## config.mk

```make
export PLATFORM = sky130hd
export DESIGN_NAME = mb_event_multi_write
export DESIGN_NICKNAME = d
export VERILOG_FILES = /design/src/mb_cmd_pkg.sv /design/src/mb_event_multi_write.sv /design/src/mb_fifo.sv
export SDC_FILE = /design/constraint.sdc
export NUM_CORES = 1
export LEC_CHECK = 0
export CAP_MARGIN = 30
export CORE_MARGIN = 4
export CORE_UTILIZATION = 58
export DETAILED_ROUTE_END_ITERATION = 7
export DONT_BUFFER_PORTS = 1
export PLACE_DENSITY = 0.74
export SLEW_MARGIN = 30
export SYNTH_ARGS = -nofsm -noshare
export SYNTH_HDL_FRONTEND = slang
export SYNTH_SLANG_ARGS = --single-unit
```

## constraint.sdc

```tcl
create_clock -name clk_sys -period 7.9 [get_ports clk_sys]
set_clock_uncertainty 0.2 [all_clocks]
set_input_delay 2.37 -clock clk_sys [delete_from_list [all_inputs] [get_ports clk_sys]]
set_output_delay 2.37 -clock clk_sys [all_outputs]
set_load 0.01 [all_outputs]
```

## src/mb_cmd_pkg.sv

```systemverilog
// Purpose: Shared constants for the event-count and multi-write command handler
// Assumes: Byte-wide telegram characters, Modbus RTU CRC-16
// Notes:   Register numbers are the telegram address values as received
package mb_cmd_pkg;
  localparam logic [7:0]  FC_EVENT_COUNT = 8'h0B;
  localparam logic [7:0]  FC_MULTI_WRITE = 8'h10;
  localparam logic [7:0]  EXC_FC_FLAG    = 8'h80;
  localparam logic [7:0]  EXC_ILLEGAL_ADDR = 8'h02;
  localparam logic [15:0] STATUS_READY   = 16'h0000;
  localparam logic [15:0] STATUS_BUSY    = 16'hFFFF;
  localparam logic [15:0] CRC_INIT       = 16'hFFFF;
  localparam logic [15:0] CRC_POLY       = 16'hA001;
  localparam logic [15:0] PWD_REG_FIRST  = 16'h03E9;
  localparam logic [15:0] PWD_REG_LAST   = 16'h03EB;
  localparam logic [15:0] EVENT_RESET    = 16'h0000;
  localparam logic [3:0]  EVT_REPLY_LEN  = 4'h8;
  localparam logic [3:0]  MW_REPLY_LEN   = 4'h8;
  localparam logic [3:0]  EXC_REPLY_LEN  = 4'h5;
  localparam logic [3:0]  MW_HDR_LEN     = 4'h7;
  localparam int          FIFO_DEPTH     = 32;
endpackage

```

## src/mb_event_multi_write.sv

```systemverilog
// Purpose: Handles function 0x0B (event counter) and 0x10 (multi-register write)
// Assumes: Frame characters arrive with a last flag; address already matched upstream
// Notes:   Register storage lives outside; writes leave on the hold_wr port
`timescale 1ns/1ps
module mb_event_multi_write #(
  parameter int          DEPTH     = mb_cmd_pkg::FIFO_DEPTH,
  parameter logic [15:0] WIDE_FIRST = 16'h0BB9,
  parameter logic [15:0] WIDE_LAST  = 16'h1387
) (
  input  wire logic        clk_sys,
  input  wire logic        sys_rst,
  input  wire logic        clk_en,
  input  wire logic [7:0]  rx_data,
  input  wire logic        rx_last,
  input  wire logic        rx_valid,
  output logic             rx_ready,
  output logic             hold_wr,
  output logic [15:0]      hold_addr,
  output logic [15:0]      hold_data,
  output logic [7:0]       tx_data,
  output logic             tx_last,
  output logic             tx_valid,
  input  wire logic        tx_ready,
  output logic [15:0]      event_count
);
  typedef enum logic [1:0] {
    ST_RECV  = 2'b00,
    ST_WRITE = 2'b01,
    ST_REPLY = 2'b10
  } state_t;

  function automatic logic [15:0] crc_step(input logic [15:0] c, input logic [7:0] d);
    logic [15:0] r;
    r = c ^ {8'h00, d};
    for (int i = 0; i < 8; i++) begin
      r = r[0] ? ((r >> 1) ^ mb_cmd_pkg::CRC_POLY) : (r >> 1);
    end
    return r;
  endfunction

  logic [8:0]  f_data;
  logic        f_valid, f_ready;
  logic [7:0]  frame [64];

  state_t      st_reg, st_next;
  logic [5:0]  idx_reg, idx_next;
  logic [15:0] crc_reg, crc_next;
  logic [15:0] evt_reg, evt_next;
  logic [7:0]  fc_reg, fc_next;
  logic        ovf_reg, ovf_next;
  logic [6:0]  wi_reg, wi_next;
  logic [3:0]  ti_reg, ti_next, tlen_reg, tlen_next;
  logic [7:0]  txd_reg, txd_next;
  logic        txv_reg, txv_next, txl_reg, txl_next;
  logic        hw_reg, hw_next;
  logic [15:0] ha_reg, ha_next, hd_reg, hd_next, tcrc_reg, tcrc_next;
  logic [15:0] start_a, nregs, last_a;
  logic        f_take, good_mw, pwd_hit, wide_bad, crc_ok;
  logic [7:0]  tb;

  mb_fifo #(.WIDTH(9), .DEPTH(DEPTH)) u_rx_fifo (
    .clk_sys   (clk_sys),
    .sys_rst   (sys_rst),
    .clk_en    (clk_en),
    .in_data   ({rx_last, rx_data}),
    .in_valid  (rx_valid),
    .in_ready  (rx_ready),
    .out_data  (f_data),
    .out_valid (f_valid),
    .out_ready (f_ready)
  );

  // Frame bytes land in a buffer; while we write or reply the FIFO keeps taking characters and stalls the link only when full
  assign f_ready = (st_reg == ST_RECV);
  assign f_take  = f_valid && f_ready;

  always_ff @(posedge clk_sys) begin
    if (clk_en && f_take && !ovf_reg) begin
      frame[idx_reg] <= f_data[7:0];
    end
  end

  always_comb begin
    start_a = {frame[2], frame[3]};
    nregs   = {frame[4], frame[5]};
    last_a  = 16'(start_a + nregs - 16'h0001);
    pwd_hit = (start_a <= mb_cmd_pkg::PWD_REG_LAST) &&
              (last_a >= mb_cmd_pkg::PWD_REG_FIRST);
    wide_bad = (start_a >= WIDE_FIRST) && (start_a <= WIDE_LAST) && nregs[0];
    good_mw = (nregs != 16'h0000) && (nregs <= 16'h0010) &&
              (frame[6] == 8'(nregs << 1)) &&
              (idx_reg == 6'(mb_cmd_pkg::MW_HDR_LEN + 2 * nregs + 1));
    // Residue over data plus its own CRC is zero; taken from the register, not the
    // next value, which the last character overwrites with the seed
    crc_ok  = (crc_step(crc_reg, f_data[7:0]) == 16'h0000);
  end

  // Reply character picked by index; CRC bytes appended after the body
  always_comb begin
    tb = 8'h00;
    unique case (ti_reg)
      4'h0: tb = frame[0];
      4'h1: tb = fc_reg;
      4'h2: tb = (fc_reg == mb_cmd_pkg::FC_EVENT_COUNT) ? mb_cmd_pkg::STATUS_READY[15:8]
               : (fc_reg[7] ? mb_cmd_pkg::EXC_ILLEGAL_ADDR : frame[2]);
      4'h3: tb = (fc_reg == mb_cmd_pkg::FC_EVENT_COUNT) ? mb_cmd_pkg::STATUS_READY[7:0]
               : frame[3];
      4'h4: tb = (fc_reg == mb_cmd_pkg::FC_EVENT_COUNT) ? evt_reg[15:8] : frame[4];
      4'h5: tb = (fc_reg == mb_cmd_pkg::FC_EVENT_COUNT) ? evt_reg[7:0] : frame[5];
      default: tb = 8'h00;
    endcase
  end

  always_comb begin
    st_next = st_reg;   idx_next = idx_reg; crc_next = crc_reg; evt_next = evt_reg;
    fc_next = fc_reg;   ovf_next = ovf_reg; wi_next = wi_reg;   ti_next = ti_reg;
    tlen_next = tlen_reg; txd_next = txd_reg; txv_next = txv_reg; txl_next = txl_reg;
    hw_next = 1'b0;     ha_next = ha_reg;   hd_next = hd_reg;   tcrc_next = tcrc_reg;
    unique case (st_reg)
      ST_RECV: begin
        if (f_take) begin
          crc_next = crc_step(crc_reg, f_data[7:0]);
          idx_next = (idx_reg == 6'h3F) ? idx_reg : 6'(idx_reg + 1'b1);
          ovf_next = ovf_reg || (idx_reg == 6'h3F);
          if (f_data[8]) begin
            idx_next = 6'h00;
            crc_next = mb_cmd_pkg::CRC_INIT;
            ovf_next = 1'b0;
            ti_next  = 4'h0;
            tcrc_next = mb_cmd_pkg::CRC_INIT;
            if (crc_ok && !ovf_reg) begin
              if (frame[1] == mb_cmd_pkg::FC_EVENT_COUNT && idx_reg == 6'h03) begin
                fc_next   = mb_cmd_pkg::FC_EVENT_COUNT;
                tlen_next = mb_cmd_pkg::EVT_REPLY_LEN;
                st_next   = ST_REPLY;
                // Query itself completes without error, counted before the reply
                evt_next  = 16'(evt_reg + 1'b1);
              end else if (frame[1] == mb_cmd_pkg::FC_MULTI_WRITE && good_mw) begin
                if (pwd_hit || wide_bad) begin
                  fc_next   = mb_cmd_pkg::FC_MULTI_WRITE | mb_cmd_pkg::EXC_FC_FLAG;
                  tlen_next = mb_cmd_pkg::EXC_REPLY_LEN;
                  st_next   = ST_REPLY;
                end else begin
                  fc_next = mb_cmd_pkg::FC_MULTI_WRITE;
                  wi_next = 7'h00;
                  st_next = ST_WRITE;
                end
              end
            end
          end
        end
      end
      ST_WRITE: begin
        hw_next = 1'b1;
        ha_next = 16'(start_a + {9'h000, wi_reg});
        hd_next = {frame[6'(mb_cmd_pkg::MW_HDR_LEN + 2 * wi_reg)],
                   frame[6'(mb_cmd_pkg::MW_HDR_LEN + 2 * wi_reg + 1)]};
        wi_next = 7'(wi_reg + 1'b1);
        if (16'(wi_reg + 1'b1) == nregs) begin
          tlen_next = mb_cmd_pkg::MW_REPLY_LEN;
          evt_next  = 16'(evt_reg + 1'b1);
          st_next   = ST_REPLY;
        end
      end
      ST_REPLY: begin
        if (!txv_reg || tx_ready) begin
          if (ti_reg == tlen_reg) begin
            txv_next = 1'b0;
            txl_next = 1'b0;
            st_next  = ST_RECV;
          end else begin
            txv_next = 1'b1;
            txl_next = (ti_reg == 4'(tlen_reg - 1'b1));
            ti_next  = 4'(ti_reg + 1'b1);
            if (ti_reg == 4'(tlen_reg - 2'd2)) begin
              txd_next = tcrc_reg[7:0];
            end else if (ti_reg == 4'(tlen_reg - 1'b1)) begin
              txd_next = tcrc_reg[15:8];
            end else begin
              txd_next  = tb;
              tcrc_next = crc_step(tcrc_reg, tb);
            end
          end
        end
      end
      default: st_next = ST_RECV;
    endcase
  end

  always_ff @(posedge clk_sys) begin
    if (sys_rst) begin
      st_reg <= ST_RECV;  idx_reg <= 6'h00; crc_reg <= mb_cmd_pkg::CRC_INIT;
      evt_reg <= mb_cmd_pkg::EVENT_RESET;   fc_reg <= 8'h00; ovf_reg <= 1'b0;
      wi_reg <= 7'h00;    ti_reg <= 4'h0;   tlen_reg <= 4'h0; txd_reg <= 8'h00;
      txv_reg <= 1'b0;    txl_reg <= 1'b0;  hw_reg <= 1'b0;
      ha_reg <= 16'h0000; hd_reg <= 16'h0000; tcrc_reg <= mb_cmd_pkg::CRC_INIT;
    end else if (clk_en) begin
      st_reg <= st_next;  idx_reg <= idx_next; crc_reg <= crc_next;
      evt_reg <= evt_next; fc_reg <= fc_next; ovf_reg <= ovf_next;
      wi_reg <= wi_next;  ti_reg <= ti_next;  tlen_reg <= tlen_next; txd_reg <= txd_next;
      txv_reg <= txv_next; txl_reg <= txl_next; hw_reg <= hw_next;
      ha_reg <= ha_next;  hd_reg <= hd_next;  tcrc_reg <= tcrc_next;
    end
  end

  assign hold_wr     = hw_reg;
  assign hold_addr   = ha_reg;
  assign hold_data   = hd_reg;
  assign tx_data     = txd_reg;
  assign tx_valid    = txv_reg;
  assign tx_last     = txl_reg;
  assign event_count = evt_reg;
endmodule

```

## src/mb_fifo.sv

```systemverilog
// Purpose: Synchronous valid/ready FIFO for received telegram characters
// Assumes: One clock, synchronous active-high reset
// Notes:   Full and empty are exact; no write when full, no read when empty
`timescale 1ns/1ps
module mb_fifo #(
  parameter int WIDTH = 9,
  parameter int DEPTH = 32
) (
  input  wire logic             clk_sys,
  input  wire logic             sys_rst,
  input  wire logic             clk_en,
  input  wire logic [WIDTH-1:0] in_data,
  input  wire logic             in_valid,
  output logic                  in_ready,
  output logic [WIDTH-1:0]      out_data,
  output logic                  out_valid,
  input  wire logic             out_ready
);
  localparam int AW = $clog2(DEPTH);
  logic [WIDTH-1:0] mem [DEPTH];
  logic [AW-1:0]    wr_reg, wr_next, rd_reg, rd_next;
  logic [AW:0]      cnt_reg, cnt_next;
  logic             push, pop;
  logic             ready_reg, ready_next;

  always_comb begin
    push     = in_valid && in_ready;
    pop      = out_valid && out_ready;
    wr_next  = push ? AW'(wr_reg + 1'b1) : wr_reg;
    rd_next  = pop ? AW'(rd_reg + 1'b1) : rd_reg;
    cnt_next = cnt_reg;
    if (push && !pop) begin
      cnt_next = (AW+1)'(cnt_reg + 1'b1);
    end else if (pop && !push) begin
      cnt_next = (AW+1)'(cnt_reg - 1'b1);
    end
    // Registered so the ready pin comes straight from a flip-flop
    ready_next = (cnt_next != (AW+1)'(DEPTH));
  end

  always_ff @(posedge clk_sys) begin
    if (sys_rst) begin
      wr_reg  <= '0;
      rd_reg  <= '0;
      cnt_reg <= '0;
      ready_reg <= 1'b1;
    end else if (clk_en) begin
      wr_reg  <= wr_next;
      rd_reg  <= rd_next;
      cnt_reg <= cnt_next;
      ready_reg <= ready_next;
    end
  end

  always_ff @(posedge clk_sys) begin
    if (clk_en && push) begin
      mem[wr_reg] <= in_data;
    end
  end

  assign in_ready  = ready_reg;
  assign out_valid = (cnt_reg != '0);
  assign out_data  = mem[rd_reg];
endmodule

```

After elaboration in Yosys (flattened, before gate mapping)
Memories as Yosys holds them, arrays and structs flattened. A register that Yosys moved wholly into a read port is not among the register bits. Index checks and enable logic that the tools add are counted.

Output and inout port bits: 60. RAM bits: 800. Input bits: 14. ROM bits: 0. Register bits: 124. Memories: 2. Bits in latches: 0.

Memories: frame (words 64, width 8, read ports 9, clocked after Yosys merged registers in 2, wr ports 1, line mb_event_multi_write.sv:43) `logic [7:0] frame [64];`; u_rx_fifo.mem (words 32, width 9, read ports 1, clocked after Yosys merged registers in 1, wr ports 1, line mb_fifo.sv:20) `logic [WIDTH-1:0] mem [DEPTH];`.

Multipliers: 0. Muxes and demuxes: 85. Divide/modulo/power cells: 0. Bitwise logic cells: 19. Shifts and indexed selects: 0. Order comparisons: 5. Add/subtract/negate cells: 18. Reductions and logical operators: 45. Eq/ne operators: 35.

Operator list (number): 16-bit 2-to-1 mux (28); 8-bit 2-to-1 mux (10); 16-bit one-hot mux with 2 select lines (2); 2-bit inverter with 3-bit output (16); 8-bit one-hot mux with 6 select lines (1); 4-bit 2-to-1 mux (11); 7-bit 2-to-1 mux (6); 8-bit AND reduction (4); 16-bit by 8-bit bitwise XOR with 16-bit output (2); 2-bit != test, second input constant (14); 6-bit by 1-bit adder with 6-bit output, second input constant (4); 6-bit 2-to-1 mux (4); 2-bit 2-to-1 mux (9); 16-bit by 1-bit adder with 16-bit output, second input constant (1); 16-bit adder (1); 16-bit by 7-bit adder with 16-bit output (1); 8-bit by 16-bit == test with 1-bit output (1); 8-bit by 4-bit == test with 1-bit output, second input constant (2); 16-bit by 10-bit >= comparator with 1-bit output, second input constant (1); 16-bit by 12-bit >= comparator with 1-bit output, second input constant (1); 16-bit by 10-bit <= comparator with 1-bit output, second input constant (1); 16-bit by 13-bit <= comparator with 1-bit output, second input constant (1); 16-bit by 5-bit <= comparator with 1-bit output, second input constant (1); 1-bit logical AND (16); 41 further kinds (69).

Depth between registers and ports, before layout
Word-level depth: 25. Mapped depth: 20.

Cells and area by module
From an unflattened synthesis, not the netlist that was laid out.

Cells, all modules: 2412. Area, all modules: 39849.5 µm².

By module, submodules not included: mb_event_multi_write (instances 1, sequential area each 17697.0 µm², area each 27615.2 µm², cells each 1822); mb_fifo (instances 1, sequential area each 9088.7 µm², area each 12234.2 µm², cells each 590).

Least setup slack after synthesis
OpenSTA, ideal clock, no wires.

Path type: reg-to-reg. From: reg with a tool-made name. To: reg evt_reg[14], in the netlist event_count[14]. Period minus slack after synthesis: 6924 ps. Stages on the path, launching flop included: 20. Slack: 976 ps. Data arrival time: 6600 ps. Path buffers: 4. Cell sequence: dfxtp_1 > buf_6 > nor2b_4 > buf_6 > buf_4 > a22oi_1 > a21oi_1 > nor4_2 > xnor2_1 > xnor2_1 > xor2_1 > xnor2_1 > xor2_1 > ha_1 > xnor3_1 > mux2i_4 > a41oi_2 > buf_6 > nor4_2 > mux2_1.

RTL lines: to (signal assigned) (line mb_event_multi_write.sv:199) `evt_reg <= evt_next; fc_reg <= fc_next; ovf_reg <= ovf_next;`; to (decl) (line mb_event_multi_write.sv:48) `logic [15:0] evt_reg, evt_next;`.

==> impl_metrics.csv <==
group,metric,value,unit
status,status,"complete, no violations",
detailed_routing,drtIter0Drc,3079,
detailed_routing,drt-met1-wl,37.5,mm
sta,tns,0,ps
yosys,netlist-cell-type-count,84,
clock_network,ctsHoldBuffers,0,
yosys,postSynthAreaPerCell,15.6,µm²
place,placed_inst_area,41000,µm²
detailed_routing,routed_via_density,6.45,
hold_path,worst_hold_path_type,"reg2reg",
worst_setup_path,data_required_time_at_the_worst_endpoint,8230,ps
clock_network,clock_tree.htree_level_count,3,
sta,slew_violations,0,
clock_network,cts.clk_slew.worst_paths,60,ps
detailed_routing,route.vias.total,23000,
yosys,synth_largest_area_cell,"sky130_fd_sc_hd__edfxtp_1",
pwr,maximum_ir_drop_on_the_vdd_rail,0.352,mV
worst_setup_path,critical_path_peak_fanout,28,
die,die_w,271,µm
detailed_routing,route.met3.wl,9.24,mm
sta,worst_slew_pin_slew,1040,ps
place,gp_congestion,0.914,
detailed_routing,drt-pass1-iter-count,6,
clock_network,cts_root_buffer,"sky130_fd_sc_hd__clkbuf_16",
finish,finished_cell_area,44200,µm²
yosys,ys_async_sr_fraction,0,
worst_setup_path,critical-path-slowest-cell,"sky130_fd_sc_hd__dfxtp_1",
finish,largest_register_ff_count,512,
worst_setup_path,critPathCaptureType,"flop",
clock_network,postCtsResizedCells,0,
yosys,post_synth_inst_count,2562,
detailed_routing,finalWirelength,93.7,mm
place,portBuffers,0,
sta,achievable_clock_frequency,154,MHz
pwr,p_int,9640,µW
grt,global_route_wire_length_before_repair,143,mm
clock_network,worstSkewPairLatency,660,ps
grt,grt_use_total,0.255,
yosys,cell_types_occupying_the_most_area_after_synthesis,"sky130_fd_sc_hd__edfxtp_1 (60%), sky130_fd_sc_hd__mux4_2 (10%), sky130_fd_sc_hd__dfxtp_1 (6.9%)",
yosys,yosys_warnings,0,
run,maxCapViolations,0,
pwr,comb_power_share,0.214,
place,detailedPlacementHpwl,58.2,mm
detailed_routing,met2RoutedLength,44.6,mm
worst_setup_path,critical_path_startpoint_category,"flop",
pwr,share_of_power_burned_in_the_clock_network,0.339,
die,floorplan.die_area,73400,µm²
clock_network,tritoncts,"built",
grt,overall_overflow_remaining_after_global_route,0,
sta,whs,280,ps
detailed_routing,top_signal_layer_used,"met5",
yosys,synth_largest_type_area_fraction,0.599,
yosys,postSynthRegisterBits,938,
finish,final_net_count,2623,
worst_setup_path,reg2reg_setup_slack,1390,ps
grt,grt_antenna_before_repair,1,
finish,synthToLayoutAreaGrowth,10.4,%
worst_setup_path,slowest_delay,740,ps
clock_network,clock_path_buffers,3,
finish,top_register,"frame",
sta,setup_viol,0,
sta,time_the_final_worst_path_needs_with_i_o_delays_and_setup,6510,ps
finish,diodes,0,
finish,final_common_cell,"sky130_fd_sc_hd__edfxtp_1",
die,design.core.area,68600,µm²
worst_setup_path,critical_path.cell_chain,"buf_4 > nor2b_4 > a22oi_1 > a21oi_1 > nor4_4 > xnor2_1 > xnor2_2 > xor2_1 > xnor2_1 > xor2_1 > ha_1 > xnor3_1 > mux2i_4 > a41oi_2 > nor4_1 > mux2_2",
finish,layout_top_registers,"frame x512, u_rx_fifo.mem x288",
clock_network,postCtsSetupRepairBufs,0,
yosys,mappedNetlistArea,40100,µm²
die,die_y,271,µm
worst_setup_path,critical_path_arrival,6840,ps
yosys,synth_sequential_area_ratio,0.668,
pwr,power.switching,3850,µW
yosys,postSynth.topFlopCell,"sky130_fd_sc_hd__edfxtp_1",
die,ios,74,
pwr,power-per-cell-area,305,nW/µm²
finish,drive_gt1_frac,0.166,
grt,grt_pass1_vias,23000,
sta,rsz_0062_raised_after_global_routing,"no",
detailed_routing,detail_route.wl_per_cell,26.3,µm
sta,max_slew_margin,0.304,
clock_network,clock_sinks,938,
worst_setup_path,worst-setup-path-type,"reg2reg",
die,initial_utilization,0.584,
pwr,power.sequential.fraction,0.447,
detailed_routing,final_antenna_net_count,0,
pwr,total_leakage_power,0.0140,µW
yosys,synth.net_count,2633,
pwr,power_switching_share,0.285,
sta,finalHoldViolations,0,
clock_network,cts_buffers,95,
yosys,synth-edff-count,800,
finish,mostFrequentLayoutCells,"sky130_fd_sc_hd__edfxtp_1 (800), sky130_fd_sc_hd__nor2_1 (192), sky130_fd_sc_hd__mux4_2 (178)",
detailed_routing,route.detailed.drc,0,
sta,finalCritPeriodShare,0.824,
die,placementRows,96,
grt,grt_start_max_net_pins,102,
area by class of cell:
| class | instances | area [µm²] |
|---|---|---|
| flip-flops and latches | 938 | 26800 |
| fillers | 4723 | 24300 |
| multi-input cells | 1402 | 12500 |
| clock buffers | 120 | 2570 |
| well taps | 931 | 1160 |
| clock inverters | 57 | 637 |
| inverters | 82 | 308 |
| repair buffers | 33 | 285 |
metrics by stage:
step / util / instances / setup slack [ps] / total power, µW
global route: 0.645 / 3563 / 1010 / 14000
floorplan: - / 2562 / 976 / 8210
CTS: 0.644 / 3562 / 1440 / 13500
finish: 0.645 / 3563 / 1390 / 13500
global placement: 0.596 / 3383 / 1740 / 8840
detailed placement: 0.598 / 3385 / 1500 / 8960
worst max-delay path, delay by kind of cell, from the launching register on:
family	cells	cell delay, ps
flops	1	740
buf+inv	1	380
fa+ha+maj	1	320
compound gates	3	960
mux	2	750
xor+xnor	6	1810
simple gates	3	1230
path summary, 6_finish.rpt:
check                            from                      endpoint  cells past startpoint
max                              flop  event_count[15]$_SDFFE_PP0P_                     16
min          crc_reg[15]$_SDFFE_PP1P_      crc_reg[15]$_SDFFE_PP1P_                      2
max reg2reg                      flop  event_count[15]$_SDFFE_PP0P_                     16
min reg2reg  crc_reg[15]$_SDFFE_PP1P_      crc_reg[15]$_SDFFE_PP1P_                      2
power by group through the flow:
stage | Combinational, µW | Clock (µW) | Sequential, µW
2_1_floorplan | 2150 | 0 | 6070
3_3_place_gp | 2720 | 0 | 6120
3_5_place_dp | 2830 | 0 | 6130
4_1_cts | 2850 | 4620 | 6020
5_1_grt | 3110 | 4860 | 6040
6_report | 2890 | 4570 | 6030
Yosys cell counts (6+ instances only):
master                     number
sky130_fd_sc_hd__a211oi_1      37
sky130_fd_sc_hd__a21oi_1       76
sky130_fd_sc_hd__a22o_1         7
sky130_fd_sc_hd__a22oi_1       66
sky130_fd_sc_hd__a31oi_1       11
sky130_fd_sc_hd__a32oi_1        7
sky130_fd_sc_hd__and3_1         9
sky130_fd_sc_hd__buf_1         23
sky130_fd_sc_hd__buf_4          7
sky130_fd_sc_hd__buf_6         12
sky130_fd_sc_hd__clkbuf_1      90
sky130_fd_sc_hd__dfxtp_1      138
sky130_fd_sc_hd__edfxtp_1     800
sky130_fd_sc_hd__ha_1          55
sky130_fd_sc_hd__inv_1         82
sky130_fd_sc_hd__mux2_2         6
sky130_fd_sc_hd__mux2i_1      148
sky130_fd_sc_hd__mux4_2       178
sky130_fd_sc_hd__nand2_1      142
sky130_fd_sc_hd__nand2b_1       9
sky130_fd_sc_hd__nand3_1       49
sky130_fd_sc_hd__nand3b_1      10
sky130_fd_sc_hd__nand4_1       17
sky130_fd_sc_hd__nor2_1       220
sky130_fd_sc_hd__nor2b_1       16
sky130_fd_sc_hd__nor3_1        21
sky130_fd_sc_hd__nor4_1        13
sky130_fd_sc_hd__nor4_2         6
sky130_fd_sc_hd__nor4b_1        6
sky130_fd_sc_hd__o211ai_1      14
sky130_fd_sc_hd__o21a_1         8
sky130_fd_sc_hd__o21ai_0       50
sky130_fd_sc_hd__o41ai_1        6
sky130_fd_sc_hd__or2_2          8
sky130_fd_sc_hd__or3_1          7
sky130_fd_sc_hd__or4_1          8
sky130_fd_sc_hd__xnor2_1       68
sky130_fd_sc_hd__xor2_1        30
logic make-up after synthesis:
group / synth area share
AO/OA/AOI/OAI: 0.0583
XOR/XNOR: 0.0229
buffers and inverters: 0.0248
AND/OR/NAND/NOR: 0.0671
flip-flops: 0.668
multiplexers: 0.140
adder cells (fa/ha/maj): 0.0182
layer usage:
metal,vias up,track usage
met3,191,0.0537
li1,9956,-
met5,-,0
met1,11600,0.369
met2,1171,0.404
met4,2,0.0623
No activity file was read; power rests on OpenSTA's default activity.
